===== config.mk =====
export PLATFORM = sky130hd
export DESIGN_NAME = lucal_top
export DESIGN_NICKNAME = d
export VERILOG_FILES = /design/src/pkg/lucal_pkg.sv /design/src/design/lucal_drv_mon.sv /design/src/design/lucal_rx_mon.sv /design/src/design/lucal_top.sv
export SDC_FILE = /design/constraint.sdc
export NUM_CORES = 1
export LEC_CHECK = 0
export BUFFER_PORTS_ARGS = -buffer_cell sky130_fd_sc_hd__buf_2
export CELL_PAD_IN_SITES_DETAIL_PLACEMENT = 0
export CELL_PAD_IN_SITES_GLOBAL_PLACEMENT = 2
export CORE_UTILIZATION = 37
export DETAILED_ROUTE_END_ITERATION = 8
export PLACE_DENSITY = 0.86
export SYNTH_ARGS = -nofsm -noshare
export SYNTH_HDL_FRONTEND = slang
export SYNTH_SLANG_ARGS = --single-unit
export TNS_END_PERCENT = 100

===== constraint.sdc =====
create_clock -name mclk_i -period 4.4 [get_ports mclk_i]
set_clock_uncertainty 0.05 [all_clocks]
set_input_delay 0.22 -clock mclk_i [delete_from_list [all_inputs] [get_ports mclk_i]]
set_output_delay 0.22 -clock mclk_i [all_outputs]
set_load 0.005 [all_outputs]

===== src/pkg/lucal_pkg.sv =====
// Package for the line unit control and alarm logic.
// Assumes a single 100 MHz system clock and APB register access.
package lucal_pkg;
  localparam int unsigned NUM_CH = 3;
  localparam int unsigned CLK_MHZ = 100;

  // Drive monitor: 128 +/- 32 transmit clock periods
  localparam int unsigned DRV_MON_NOM = 128;
  localparam int unsigned DRV_MON_TOL = 32;
  localparam int unsigned DRV_MON_LIMIT = DRV_MON_NOM;
  localparam int unsigned DRV_CNT_W = 8;

  // Lock monitor: deviation limit 0.5 percent over a window of ref edges
  localparam int unsigned LOCK_WIN = 1024;
  localparam int unsigned LOCK_PERMIL = 5;
  localparam int unsigned LOCK_TOL = (LOCK_WIN * LOCK_PERMIL) / 1000;
  localparam int unsigned LOCK_CNT_W = 12;

  // Signal loss: zero-run lengths in received clock periods
  localparam int unsigned LOS_E3_RUN = 32;
  localparam int unsigned LOS_DS3_RUN_LO = 175;
  localparam int unsigned LOS_DS3_RUN_HI = 100;
  localparam int unsigned LOS_CNT_W = 8;

  // APB register byte addresses
  localparam logic [7:0] ADDR_CTRL = 8'h00;
  localparam logic [7:0] ADDR_STAT = 8'h04;
  localparam logic [7:0] ADDR_IRQ_ST = 8'h08;
  localparam logic [7:0] ADDR_IRQ_MASK = 8'h0C;

  // Control register fields (per channel bit 0..2)
  localparam int unsigned CTRL_E3_LSB = 0;
  localparam int unsigned CTRL_RST_VAL = 0;

  // Status / interrupt layout: per channel 4 bits
  localparam int unsigned EV_DRV = 0;
  localparam int unsigned EV_LOS = 1;
  localparam int unsigned EV_LOL = 2;
  localparam int unsigned EV_CV = 3;
  localparam int unsigned EV_PER_CH = 4;
  localparam int unsigned EV_W = NUM_CH * EV_PER_CH;

  typedef enum logic [1:0] {
    LUCAL_LOOP_NONE,
    LUCAL_LOOP_ANALOG_LOCAL,
    LUCAL_LOOP_REMOTE,
    LUCAL_LOOP_DIGITAL_LOCAL
  } lucal_loop_t;

  typedef struct packed {
    logic drive_fail_flag;
    logic rx_signal_loss_flag;
    logic rx_lock_loss_flag;
    logic code_violation_pulse;
  } lucal_alarm_t;
endpackage


===== src/design/lucal_drv_mon.sv =====
// Per-channel drive monitor: counts transmit clock ticks without a mark.
// Assumes tx_tick_i is a one-cycle pulse per transmit clock period.
`timescale 1ns/1ns
module lucal_drv_mon (
  input wire logic mclk_i,
  input wire logic sys_rst_i,
  input wire logic tx_tick_i,
  input wire logic monitor_tip_in_i,
  input wire logic monitor_ring_in_i,
  output logic drive_fail_flag_o
);
  logic [lucal_pkg::DRV_CNT_W-1:0] idle_cnt;
  wire mark_seen = monitor_tip_in_i ^ monitor_ring_in_i;
  wire limit_hit = idle_cnt ==
    lucal_pkg::DRV_CNT_W'(lucal_pkg::DRV_MON_LIMIT - 1);

  always_ff @(posedge mclk_i) begin
    if (sys_rst_i || mark_seen) begin
      idle_cnt <= '0;
      drive_fail_flag_o <= 1'b0;
    end else if (tx_tick_i) begin
      if (limit_hit)
        drive_fail_flag_o <= 1'b1;
      else
        idle_cnt <= idle_cnt + 1'b1;
    end
  end
endmodule // lucal_drv_mon


===== src/design/lucal_rx_mon.sv =====
// Per-channel receive monitor: signal loss, lock loss, violation pulse.
// Assumes rx_tick_i and ref_tick_i are one-cycle clock-edge pulses.
`timescale 1ns/1ns
module lucal_rx_mon (
  input wire logic mclk_i,
  input wire logic sys_rst_i,
  input wire logic rx_tick_i,
  input wire logic ref_tick_i,
  input wire logic rx_mark_i,
  input wire logic code_err_i,
  input wire logic e3_mode_i,
  input wire logic threshold_sel_i,
  output logic signal_loss_o,
  output logic lock_loss_o,
  output logic violation_o
);
  logic [lucal_pkg::LOS_CNT_W-1:0] zero_cnt;
  logic [lucal_pkg::LOCK_CNT_W-1:0] ref_cnt;
  logic [lucal_pkg::LOCK_CNT_W-1:0] rx_cnt;
  logic [lucal_pkg::LOS_CNT_W-1:0] los_limit;

  // Threshold only in DS3 or STS-1
  assign los_limit = e3_mode_i ?
    lucal_pkg::LOS_CNT_W'(lucal_pkg::LOS_E3_RUN) :
    (threshold_sel_i ? lucal_pkg::LOS_CNT_W'(lucal_pkg::LOS_DS3_RUN_HI) :
      lucal_pkg::LOS_CNT_W'(lucal_pkg::LOS_DS3_RUN_LO));

  wire win_end = ref_tick_i && (ref_cnt ==
    lucal_pkg::LOCK_CNT_W'(lucal_pkg::LOCK_WIN - 1));
  wire too_low = rx_cnt <
    lucal_pkg::LOCK_CNT_W'(lucal_pkg::LOCK_WIN - lucal_pkg::LOCK_TOL);
  wire too_high = rx_cnt >
    lucal_pkg::LOCK_CNT_W'(lucal_pkg::LOCK_WIN + lucal_pkg::LOCK_TOL);

  always_ff @(posedge mclk_i) begin
    if (sys_rst_i || rx_mark_i) begin
      zero_cnt <= '0;
      signal_loss_o <= 1'b0;
    end else if (rx_tick_i) begin
      if (zero_cnt >= los_limit)
        signal_loss_o <= 1'b1;
      else
        zero_cnt <= zero_cnt + 1'b1;
    end
  end

  always_ff @(posedge mclk_i) begin
    if (sys_rst_i) begin
      ref_cnt <= '0;
      rx_cnt <= '0;
      lock_loss_o <= 1'b0;
    end else if (win_end) begin
      ref_cnt <= '0;
      rx_cnt <= '0;
      lock_loss_o <= too_low || too_high;
    end else begin
      if (ref_tick_i)
        ref_cnt <= ref_cnt + 1'b1;
      if (rx_tick_i && rx_cnt != '1)
        rx_cnt <= rx_cnt + 1'b1;
    end
  end

  always_ff @(posedge mclk_i) begin
    if (sys_rst_i)
      violation_o <= 1'b0;
    else
      violation_o <= code_err_i && rx_tick_i;
  end
endmodule // lucal_rx_mon


===== src/design/lucal_top.sv =====
// Control and alarm logic for three line channels with an APB slave.
// Assumes clock inputs from pins are synchronous to mclk_i.
//
// The implementer's own choices: the register offsets and the APB register port.
`timescale 1ns/1ns
module lucal_top (
  input wire logic mclk_i,
  input wire logic sys_rst_i,
  input wire logic host_hardware_sel_i,
  input wire logic board_test_tristate_n_i,
  input wire logic mute_on_signal_loss_en_i,
  input wire logic [2:0] tx_clock_in_i,
  input wire logic [2:0] reference_clock_in_i,
  input wire logic [2:0] recovered_clock_in_i,
  input wire logic [2:0] monitor_tip_in_i,
  input wire logic [2:0] monitor_ring_in_i,
  input wire logic [2:0] all_ones_tx_sel_i,
  input wire logic [2:0] signal_loss_threshold_sel_i,
  input wire logic [2:0] local_loop_sel_i,
  input wire logic [2:0] remote_loop_sel_i,
  input wire logic [2:0] rx_pos_raw_i,
  input wire logic [2:0] rx_neg_raw_i,
  input wire logic [2:0] code_err_i,
  input wire logic psel,
  input wire logic penable,
  input wire logic pwrite,
  input wire logic [7:0] paddr,
  input wire logic [31:0] pwdata,
  output logic [31:0] prdata,
  output logic pready,
  output logic pslverr,
  output logic irq_o,
  output logic [2:0] tx_tip_line_o,
  output logic [2:0] tx_ring_line_o,
  output logic [2:0] all_ones_active_o,
  output logic [2:0] rx_positive_data_o,
  output logic [2:0] rx_negative_data_o,
  output logic [2:0] drive_fail_flag_o,
  output logic [2:0] rx_signal_loss_flag_o,
  output logic [2:0] rx_lock_loss_flag_o,
  output logic [2:0] code_violation_pulse_o,
  output logic [5:0] loop_mode_o,
  output logic outputs_oe_o
);
  localparam int unsigned N = lucal_pkg::NUM_CH;
  localparam int unsigned EW = lucal_pkg::EV_W;

  logic [2:0] tx_clk_d, ref_clk_d, rx_clk_d;
  logic [2:0] mark_phase;
  logic [2:0] e3_mode;
  logic [EW-1:0] irq_status, irq_mask;
  logic [2:0] drv_w, los_w, lol_w, cv_w;
  lucal_pkg::lucal_alarm_t [2:0] alarm_prev;

  // Clock edge pulses from pin-level clocks
  wire [2:0] tx_tick = tx_clock_in_i & ~tx_clk_d;
  wire [2:0] ref_tick = reference_clock_in_i & ~ref_clk_d;
  wire [2:0] rx_tick = recovered_clock_in_i & ~rx_clk_d;
  wire [2:0] rx_mark = rx_pos_raw_i | rx_neg_raw_i;

  wire hw_mode = ~host_hardware_sel_i;
  wire [2:0] aos_en = all_ones_tx_sel_i & {N{hw_mode}};
  wire mute_en = mute_on_signal_loss_en_i & hw_mode;
  wire [2:0] mute = los_w & {N{mute_en}};

  // APB decode
  wire apb_acc = psel && penable;
  wire apb_wr = apb_acc && pwrite;
  wire hit_ctrl = paddr == lucal_pkg::ADDR_CTRL;
  wire hit_stat = paddr == lucal_pkg::ADDR_STAT;
  wire hit_ist = paddr == lucal_pkg::ADDR_IRQ_ST;
  wire hit_msk = paddr == lucal_pkg::ADDR_IRQ_MASK;
  wire hit_any = hit_ctrl || hit_stat || hit_ist || hit_msk;
  wire [EW-1:0] live_stat = {cv_w[2], lol_w[2], los_w[2], drv_w[2],
                             cv_w[1], lol_w[1], los_w[1], drv_w[1],
                             cv_w[0], lol_w[0], los_w[0], drv_w[0]};
  wire [EW-1:0] events = live_stat & ~{alarm_prev[2], alarm_prev[1],
                                       alarm_prev[0]};
  wire [31:0] rd_mux = hit_ctrl ? {29'h0, e3_mode} :
                       hit_stat ? {20'h0, live_stat} :
                       hit_ist ? {20'h0, irq_status} :
                       hit_msk ? {20'h0, irq_mask} : 32'h0;
  wire [EW-1:0] w1c = (apb_wr && hit_ist) ? pwdata[EW-1:0] : '0;

  // One drive and one receive monitor per channel
  genvar g;
  generate
    for (g = 0; g < N; g++) begin : g_ch
      lucal_drv_mon u_drv (
        .mclk_i(mclk_i),
        .sys_rst_i(sys_rst_i),
        .tx_tick_i(tx_tick[g]),
        .monitor_tip_in_i(monitor_tip_in_i[g]),
        .monitor_ring_in_i(monitor_ring_in_i[g]),
        .drive_fail_flag_o(drv_w[g])
      );
      lucal_rx_mon u_rx (
        .mclk_i(mclk_i),
        .sys_rst_i(sys_rst_i),
        .rx_tick_i(rx_tick[g]),
        .ref_tick_i(ref_tick[g]),
        .rx_mark_i(rx_mark[g]),
        .code_err_i(code_err_i[g]),
        .e3_mode_i(e3_mode[g]),
        .threshold_sel_i(signal_loss_threshold_sel_i[g]),
        .signal_loss_o(los_w[g]),
        .lock_loss_o(lol_w[g]),
        .violation_o(cv_w[g])
      );
    end
  endgenerate

  // Pin clock delays for edge detection
  always_ff @(posedge mclk_i) begin
    if (sys_rst_i) begin
      tx_clk_d <= '0;
      ref_clk_d <= '0;
      rx_clk_d <= '0;
    end else begin
      tx_clk_d <= tx_clock_in_i;
      ref_clk_d <= reference_clock_in_i;
      rx_clk_d <= recovered_clock_in_i;
    end
  end

  // Alarm levels of the previous cycle
  always_ff @(posedge mclk_i) begin
    if (sys_rst_i)
      alarm_prev <= '0;
    else
      alarm_prev <= live_stat;
  end

  // Mark phase steps per tx clock
  always_ff @(posedge mclk_i) begin
    if (sys_rst_i)
      mark_phase <= '0;
    else
      mark_phase <= mark_phase ^ (tx_tick & aos_en);
  end

  always_ff @(posedge mclk_i) begin
    if (sys_rst_i) begin
      tx_tip_line_o <= '0;
      tx_ring_line_o <= '0;
      all_ones_active_o <= '0;
    end else begin
      tx_tip_line_o <= aos_en & ~mark_phase;
      tx_ring_line_o <= aos_en & mark_phase;
      all_ones_active_o <= aos_en;
    end
  end

  function automatic logic [1:0] loop_dec(input logic l, input logic r);
    lucal_pkg::lucal_loop_t m;
    m = lucal_pkg::LUCAL_LOOP_NONE;
    case ({l, r})
      2'b10: m = lucal_pkg::LUCAL_LOOP_ANALOG_LOCAL;
      2'b01: m = lucal_pkg::LUCAL_LOOP_REMOTE;
      2'b11: m = lucal_pkg::LUCAL_LOOP_DIGITAL_LOCAL;
      default: m = lucal_pkg::LUCAL_LOOP_NONE;
    endcase
    return m;
  endfunction

  wire [2:0] ll = local_loop_sel_i & {N{hw_mode}};
  wire [2:0] rl = remote_loop_sel_i & {N{hw_mode}};
  wire [5:0] next_loop = {loop_dec(ll[2], rl[2]), loop_dec(ll[1], rl[1]),
                          loop_dec(ll[0], rl[0])};

  always_ff @(posedge mclk_i) begin
    if (sys_rst_i)
      outputs_oe_o <= 1'b0;
    else
      outputs_oe_o <= board_test_tristate_n_i;
  end

  always_ff @(posedge mclk_i) begin
    if (sys_rst_i)
      loop_mode_o <= '0;
    else
      loop_mode_o <= next_loop;
  end

  always_ff @(posedge mclk_i) begin
    if (sys_rst_i) begin
      rx_positive_data_o <= '0;
      rx_negative_data_o <= '0;
    end else begin
      rx_positive_data_o <= rx_pos_raw_i & ~mute;
      rx_negative_data_o <= rx_neg_raw_i & ~mute;
    end
  end

  always_ff @(posedge mclk_i) begin
    if (sys_rst_i)
      drive_fail_flag_o <= '0;
    else
      drive_fail_flag_o <= drv_w;
  end

  always_ff @(posedge mclk_i) begin
    if (sys_rst_i)
      rx_signal_loss_flag_o <= '0;
    else
      rx_signal_loss_flag_o <= los_w;
  end

  always_ff @(posedge mclk_i) begin
    if (sys_rst_i)
      rx_lock_loss_flag_o <= '0;
    else
      rx_lock_loss_flag_o <= lol_w;
  end

  always_ff @(posedge mclk_i) begin
    if (sys_rst_i)
      code_violation_pulse_o <= '0;
    else
      code_violation_pulse_o <= cv_w;
  end

  // APB decode of the setup cycle
  wire apb_setup = psel && !penable;
  wire apb_rd_setup = apb_setup && !pwrite;

  // Sticky status; set wins over clear
  wire [EW-1:0] next_status = (irq_status & ~w1c) | events;

  // Mask bit set blocks its status bit
  wire next_irq = |(next_status & ~irq_mask);

  // Event status register
  always_ff @(posedge mclk_i) begin
    if (sys_rst_i)
      irq_status <= '0;
    else
      irq_status <= next_status;
  end

  // Level interrupt output
  always_ff @(posedge mclk_i) begin
    if (sys_rst_i)
      irq_o <= 1'b0;
    else
      irq_o <= next_irq;
  end

  // Rate mode control register
  always_ff @(posedge mclk_i) begin
    if (sys_rst_i)
      e3_mode <= 3'(lucal_pkg::CTRL_RST_VAL);
    else if (apb_wr && hit_ctrl)
      e3_mode <= pwdata[lucal_pkg::CTRL_E3_LSB +: 3];
  end

  // Interrupt mask register
  always_ff @(posedge mclk_i) begin
    if (sys_rst_i)
      irq_mask <= '0;
    else if (apb_wr && hit_msk)
      irq_mask <= pwdata[EW-1:0];
  end

  // Answer one cycle after setup
  always_ff @(posedge mclk_i) begin
    if (sys_rst_i) begin
      prdata <= '0;
      pready <= 1'b0;
      pslverr <= 1'b0;
    end else begin
      pready <= apb_setup;
      pslverr <= apb_setup && !hit_any;
      prdata <= apb_rd_setup ? rd_mux : 32'h0;
    end
  end
endmodule // lucal_top


==> impl_metrics.tcl, run 1 <==
set metrics [dict create \
    synthCells 1092 \
    fmax_ghz 0.363 \
    root_cell_of_the_clock_tree "clkbuf_16" \
    synth.distinct_cells 61 \
    final_antenna_net_count 0 \
    vias_in_the_first_global_route 7265 \
    rows 58 \
    timing_worst_setup_path_type "flop to flop" \
    first_iter_violations 312 \
    tightest_slew_ns 0.955 \
    netlist_top_cells_count "dfxtp_1 (220), nor2_1 (159), nand2_1 (87)" \
    shortest_clock_period_the_worst_path_allows_after_layout_ns 2.76 \
    timing.final.crit_share_pct 62.6 \
    floorplan.io_pins 153 \
    final_nets 1372 \
    antenna_found_initial 2 \
    synth_enable_flop_cells 0 \
    die_span_y_um 164 \
    htree_levels 1 \
    routedLengthMet1_um 10700 \
    cts_buffer_depth 3 \
    dieArea_mm2 0.0269 \
    worstPathArrival_ns 3.15 \
    fill_cells 2497 \
    worst_setup_path_end_kind "flop" \
    cts_made_buffers 25 \
    wl_met2_um 9480 \
    drc 0 \
    drive_above_1_share_pct 13.3 \
    core_area_mm2 0.0255 \
    netlist_top_cells_area "dfxtp_1 (45%), nor2_1 (6.1%), xor2_1 (4.8%)" \
    routed.top_layer "met5" \
    via_per_inst 4.82 \
    setup_viol 0 \
    synth_top_cell_by_area "dfxtp_1" \
    number_of_i_o_port_buffers 112 \
    total_neg_setup_slack_ns 0 \
    maxSlewViolCount 0 \
    global_route_wire_length_before_repair_um 35600 \
    cts.repair_timing.setup_buffer_count 0 \
    clock-sinks 220 \
    post_synth_instance_area_mm2 0.00972 \
    tritoncts "yes" \
    slew_limit_headroom_pct 36.1 \
    post-route-cell-area_mm2 0.0118 \
    grt_start_max_net_pins 31 \
    placedInstanceArea_mm2 0.0105 \
    final_hold_viol_count 0 \
    ys_dominant_reg_cell "dfxtp_1" \
    power_density_mw_per_mm2 360 \
    cp_max_fo 14 \
    place.gp.congestion 0.781 \
    wl_per_cell_um 13.5 \
    yosys.cell_count.top_type "dfxtp_1" \
    status "completed" \
    detailedRoute.firstPassIterationCount 4 \
    clk-insertion-delay-late_ns 0.51 \
    cp-start-kind "flop" \
    cellLeakagePower_uw 0.00469 \
    route.final.wire_length_um 21600 \
    grt_overflow_total 0 \
    syn_area_per_cell_um2 8.90 \
    floorplan.initialDensity_pct 38.2 \
    synth-warning-count 0 \
    cap_viol_max_count 0 \
    sequential_share_of_the_synthesized_area_pct 45.3 \
    synth_register_bits 220 \
    async_flop_share_pct 0 \
    dpl.hpwl_um 15300 \
    critPathRequiredTime_ns 4.80 \
    min_path_type "input pin to flop" \
    synthToLayoutAreaGrowth_pct 20.9 \
    grt_setup_unrepaired "false" \
    grt_util_all_layers_pct 16.3 \
    wl_met3_um 989 \
    dr_total_vias 7695 \
    yosys.area.top_type_share_pct 45.3 \
    die_w_um 164 \
    ir_worst_vdd_uv 255 \
    cts.reportedPaths.clkPinSlew_ns 0.06 \
    post-route-util_pct 46.1 \
]
==> report_power, final <==
group | internal, uW | leakage [uW] | switching [uW]
combinational | 119 | 0.00254 | 137
clock | 1150 | 0.000368 | 777
sequential | 2030 | 0.00178 | 21.4
total | 3300 | 0.00469 | 935
==> per-layer routing <==
metal  global-route usage, %  up-vias
met1                    22.3     3498
met2                    26.2      137
met4                    4.08        2
met3                    2.93       36
li1                        -     4022
met5                       0        -
==> per-stage QoR <==
step	hold slack [ns]	worst slack, ns	total power, uW	std cells
CTS	0.0769	1.63	4300	1597
finish	0.0897	1.64	4230	1598
global route	0.103	1.44	4420	1598
detailed placement	0.373	1.63	2320	1510
global placement	0.369	1.68	2310	1510
floorplan	0.292	2.01	2240	1111
==> path summary, 6_finish.rpt <==
path | from | endpoint | slack (ns) | cells past startpoint
min reg2reg | g_ch[1].u_drv.idle_cnt[7] | g_ch[1].u_drv.idle_cnt[6] | 0.39 | 1
max | e3_mode[1] | g_ch[1].u_rx.zero_cnt[5] | 1.64 | 9
max reg2reg | e3_mode[1] | g_ch[1].u_rx.zero_cnt[5] | 1.64 | 9
min | host_hardware_sel_i | tx_tip_line_o[1] | 0.09 | 3
==> cell type report <==
type / count / area (um2) / share of cell area (%)
inverters: 33 / 124 / 1.05
clock inverters: 4 / 48.8 / 0.415
clock buffers: 38 / 704 / 5.99
diodes: 1 / 2.50 / 0.0213
flip-flops and latches: 220 / 4400 / 37.5
well taps: 330 / 413 / 3.51
repair buffers: 165 / 1070 / 9.11
multi-input cells: 807 / 4980 / 42.4
==> flip-flops by register name (all words and copies together) (netlist names), 4 cells and up <==
| register | cells |
|---|---|
| irq_status | 12 |
| g_ch.u_rx.ref_cnt | 36 |
| alarm_prev | 4 |
| irq_mask | 12 |
| g_ch.u_drv.idle_cnt | 24 |
| prdata | 12 |
| g_ch.u_rx.zero_cnt | 24 |
| loop_mode_o | 6 |
| g_ch.u_rx.rx_cnt | 36 |
==> critical path, cell delays in order, from the launching register on <==
cell and delay (ns):
dfxtp_1 0.34, or2_2 0.35, inv_1 0.07, ha_1 0.21, nand2b_1 0.14, a21o_1 0.17
a21oi_1 0.18, o211ai_1 0.41, or4_1 0.63, a21oi_1 0.15
==> layout by cell type, fill, tap and decap left out, types with 18 or more instances in the layout <==
| master | instances |
|---|---|
| inv_1 | 33 |
| ha_1 | 36 |
| dlygate4sd3_1 | 45 |
| nand3_1 | 39 |
| nand2_1 | 87 |
| and2_1 | 18 |
| buf_2 | 112 |
| nand2b_1 | 35 |
| conb_1 | 20 |
| nand4_1 | 23 |
| xor2_1 | 53 |
| a21oi_1 | 68 |
| dfxtp_1 | 220 |
| xnor2_1 | 38 |
| nor2b_1 | 41 |
| clkbuf_16 | 25 |
| mux2i_1 | 23 |
| or3_1 | 18 |
| nor2_1 | 159 |
==> kinds of logic (layout without fill, tap and decap cells) <==
| family | Yosys count | after routing | share of synthesized area (%) |
|---|---|---|---|
| and+or+nand+nor | 491 | 491 | 25.3 |
| DFF | 220 | 220 | 45.3 |
| AOI/OAI and AO/OA | 143 | 143 | 9.34 |
| xor gates and xnor gates | 91 | 91 | 8.20 |
| buffers and inverters | 84 | 240 | 4.17 |
| adders and majority gates | 36 | 36 | 4.63 |
| muxes | 26 | 26 | 3.06 |
| other | 1 | 21 | 0.0386 |
==> repair_timing <==
item,in CTS,in global routing
endpoints found under the setup margin,0,0
endpoints found under the hold margin,61,0
resized for setup,0,0
hold buffers,45,0
No activity file was read; power rests on OpenSTA's default activity.
==> inputs of run 2 (changes only) <==
--- a/config.mk
+++ b/config.mk
@@ -5,12 +5,13 @@
 export SDC_FILE = /design/constraint.sdc
 export NUM_CORES = 1
 export LEC_CHECK = 0
+export ABC_AREA = 1
 export BUFFER_PORTS_ARGS = -buffer_cell sky130_fd_sc_hd__buf_2
 export CELL_PAD_IN_SITES_DETAIL_PLACEMENT = 0
 export CELL_PAD_IN_SITES_GLOBAL_PLACEMENT = 2
-export CORE_UTILIZATION = 37
+export CORE_UTILIZATION = 29
 export DETAILED_ROUTE_END_ITERATION = 8
-export PLACE_DENSITY = 0.86
+export PLACE_DENSITY = 0.76
 export SYNTH_ARGS = -nofsm -noshare
 export SYNTH_HDL_FRONTEND = slang
 export SYNTH_SLANG_ARGS = --single-unit
==> constraint.sdc (replaced) <==
create_clock -name mclk_i -period 2.33 [get_ports mclk_i]
set_clock_uncertainty 0.05 [all_clocks]
set_input_delay 0.1165 -clock mclk_i [delete_from_list [all_inputs] [get_ports mclk_i]]
set_output_delay 0.1165 -clock mclk_i [all_outputs]
set_load 0.005 [all_outputs]
==> run 2 against run 1 <==
- global-route usage decreased by 2.0 points
- via count increased by 16%
- worst setup slack got worse by 1.4 ns
- largest power group is now the clock network
- design area increased by 8.2%
- non-clock buffer count increased by 40
- clock-buffer cell count increased by 1
- critical path depth increased by 2
- power increased by 99%
==> impl_metrics.tcl, run 2 <==
set metrics [dict create \
    status "completed" \
    slew_limit_headroom_pct 66.5 \
    wl_met3_um 1160 \
    global_route_wire_length_before_repair_um 41400 \
    critPathMaxStageDelay_ns 0.35 \
    ff2ff_path_depth 11 \
    worst_setup_path_end_kind "flop" \
    netlist_top_cells_area "dfxtp_1 (44%), nand2_1 (9.9%), inv_1 (7.2%)" \
    number_of_i_o_port_buffers 112 \
    maxSlewViolCount 0 \
    synth_enable_flop_cells 0 \
    power_uw 8440 \
    setup_viol 0 \
    die_span_y_um 188 \
    wl_met2_um 11300 \
    min_path_type "input pin to flop" \
    grt_setup_unrepaired "false" \
    antenna_found_initial 1 \
    tightest_slew_ns 0.500 \
    via_per_inst 4.39 \
    clock-sinks 220 \
    layout.cells.most_common "nand2_1" \
    reg.largest.list "g_ch.u_rx.ref_cnt: 36 flops, g_ch.u_rx.rx_cnt: 36 flops" \
    floorplan.initialDensity_pct 29.7 \
    core_area_mm2 0.0338 \
    shortest_clock_period_the_worst_path_allows_after_layout_ns 2.06 \
    first_iter_violations 432 \
    drc 0 \
    die_w_um 188 \
    cts.reportedPaths.clkPinSlew_ns 0.06 \
    hold-path-cell-count 7 \
    yosys.cell_count.top_type "nand2_1" \
    cts_made_buffers 26 \
    total_neg_setup_slack_ns 0 \
    critical_path.reg2reg.startpoint "e3_mode[1]" \
    fmax_ghz 0.485 \
    ys_dominant_reg_cell "dfxtp_1" \
    grt_start_max_net_pins 29 \
    cp_max_fo 6 \
    final_nets 1684 \
    post_synth_instance_area_mm2 0.0100 \
    critical_path.slowest_cell "dfxtp_1" \
    grt_util_all_layers_pct 14.3 \
    final_antenna_net_count 0 \
    critical_path.cell_chain "nor2_1 > inv_1 > ha_1 > nand2_1 > nor2_1 > a211oi_1 > nand3_1 > buf_4 > o21ai_0 > nand2_1 > nor2_1" \
    wl_per_cell_um 12.5 \
    dpl.hpwl_um 18300 \
    drive_above_1_share_pct 14.2 \
    hold-worst-slack_ns 0.0455 \
    rows 67 \
    mostFrequentLayoutCells "nand2_1 (264), dfxtp_1 (220), inv_1 (191), nor2_1 (148), a21oi_1 (113)" \
    synth.distinct_cells 49 \
    final_cell_count_no_fill 2029 \
    startpoint "e3_mode[1]" \
    routedLengthMet1_um 12400 \
    synth-warning-count 0 \
    htree_levels 1 \
    routed.top_layer "met5" \
    dieArea_mm2 0.0354 \
    grt_overflow_total 0 \
    root_cell_of_the_clock_tree "clkbuf_16" \
    vias_in_the_first_global_route 8342 \
    cap_viol_max_count 0 \
    critPathRequiredTime_ns 2.74 \
    worst_hold_startpoint "monitor_tip_in_i[1]" \
    synth_register_bits 220 \
    final_hold_viol_count 0 \
    synthCells 1354 \
    syn_area_per_cell_um2 7.42 \
    async_flop_share_pct 0 \
    timing_worst_setup_path_type "flop to flop" \
    worstPathArrival_ns 2.47 \
    yosys.area.top_type_share_pct 43.9 \
    detailedRoute.firstPassIterationCount 5 \
    cts.repair_timing.setup_buffer_count 0 \
    diodes 0 \
    cts_buffer_depth 3 \
    clk-insertion-delay-late_ns 0.53 \
    cellLeakagePower_uw 0.00536 \
    synthToLayoutAreaGrowth_pct 26.6 \
    post-place-cells 1918 \
    dr_total_vias 8910 \
    power_density_mw_per_mm2 664 \
    ir_worst_vdd_uv 608 \
    route.final.wire_length_um 25300 \
    floorplan.io_pins 153 \
    netlist_top_cells_count "nand2_1 (264), dfxtp_1 (220), inv_1 (192)" \
    cp-start-kind "flop" \
    timing.final.crit_share_pct 88.5 \
    synth_top_cell_by_area "dfxtp_1" \
    tritoncts "yes" \
    cpMostUsedCell "nor2_1" \
    place.gp.congestion 0.786 \
    sequential_share_of_the_synthesized_area_pct 43.9 \
]
==> run 2: changes by cell type in the layout (fill, tap and decap cells not counted), sizes merged, moves of 19 or more <==
cell / delta
xor2: -34
inv: +159
buf: +19
xnor2: -23
dlygate4sd3: +21
nand3: +36
nand2b: -35
o21ai: +43
mux2i: -23
nand2: +179
nor2b: -41
a21oi: +45
nor3: +42
==> run 2: cell families after synthesis <==
| family | synth area share [%] |
|---|---|
| AOI/OAI and AO/OA | 11.8 |
| adders and majority gates | 4.48 |
| other | 0.0373 |
| and+or+nand+nor | 26.9 |
| xor gates and xnor gates | 2.97 |
| buffers and inverters | 9.93 |
| DFF | 43.9 |
==> run 2: power by group <==
group | switching (uW) | internal (uW)
Clock | 1600 | 2440
Combinational | 306 | 236
Sequential | 36.4 | 3830
Total | 1940 | 6500
==> run 2: routing by layer <==
layer,GRT usage (%),vias up
li1,-,4744
met2,23.7,140
met4,3.41,2
met3,2.75,31
met5,0,-
met1,19.0,3993
==> run 2: path summary, 6_finish.rpt <==
check | endpoint | slack, ns
setup / recovery | g_ch[1].u_rx.zero_cnt[5] | 0.27
hold / removal | g_ch[1].u_drv.idle_cnt[5] | 0.05
setup reg to reg | g_ch[1].u_rx.zero_cnt[5] | 0.27
hold reg to reg | code_violation_pulse_o[0] | 0.39
==> run 2: layout make-up <==
cell class                 instances  area [um2]
clock inverter                     6        35.0
multi-input combinational        915        4720
timing repair buffer             205        1420
sequential                       220        4400
clock buffer                      39         831
tap                              448         561
inverter                         196         736
fill                            3531       21100
==> run 2: worst max-delay path, delay by kind of cell, from the launching register on <==
family	cells	cell delay, ns
and+or+nand+nor	6	0.64
buffers and inverters	2	0.30
adders and majority gates	1	0.30
AOI/OAI and AO/OA	2	0.37
DFF	1	0.35
==> run 2: through the flow <==
stage	utilization [%]	instance area, um2	setup WS [ns]
global placement	33.1	11200	0.255
detailed placement	33.1	11200	0.232
finish	37.6	12700	0.269
floorplan	-	10100	0.429
global route	37.6	12700	0.00972
CTS	37.6	12700	0.170
==> run 2: repair_timing <==
item / CTS / global route
hold buffers: 66 / 0
hold endpoints to repair: 90 / 0
resized for setup: 0 / 3
endpoints found under the setup margin: 0 / 8
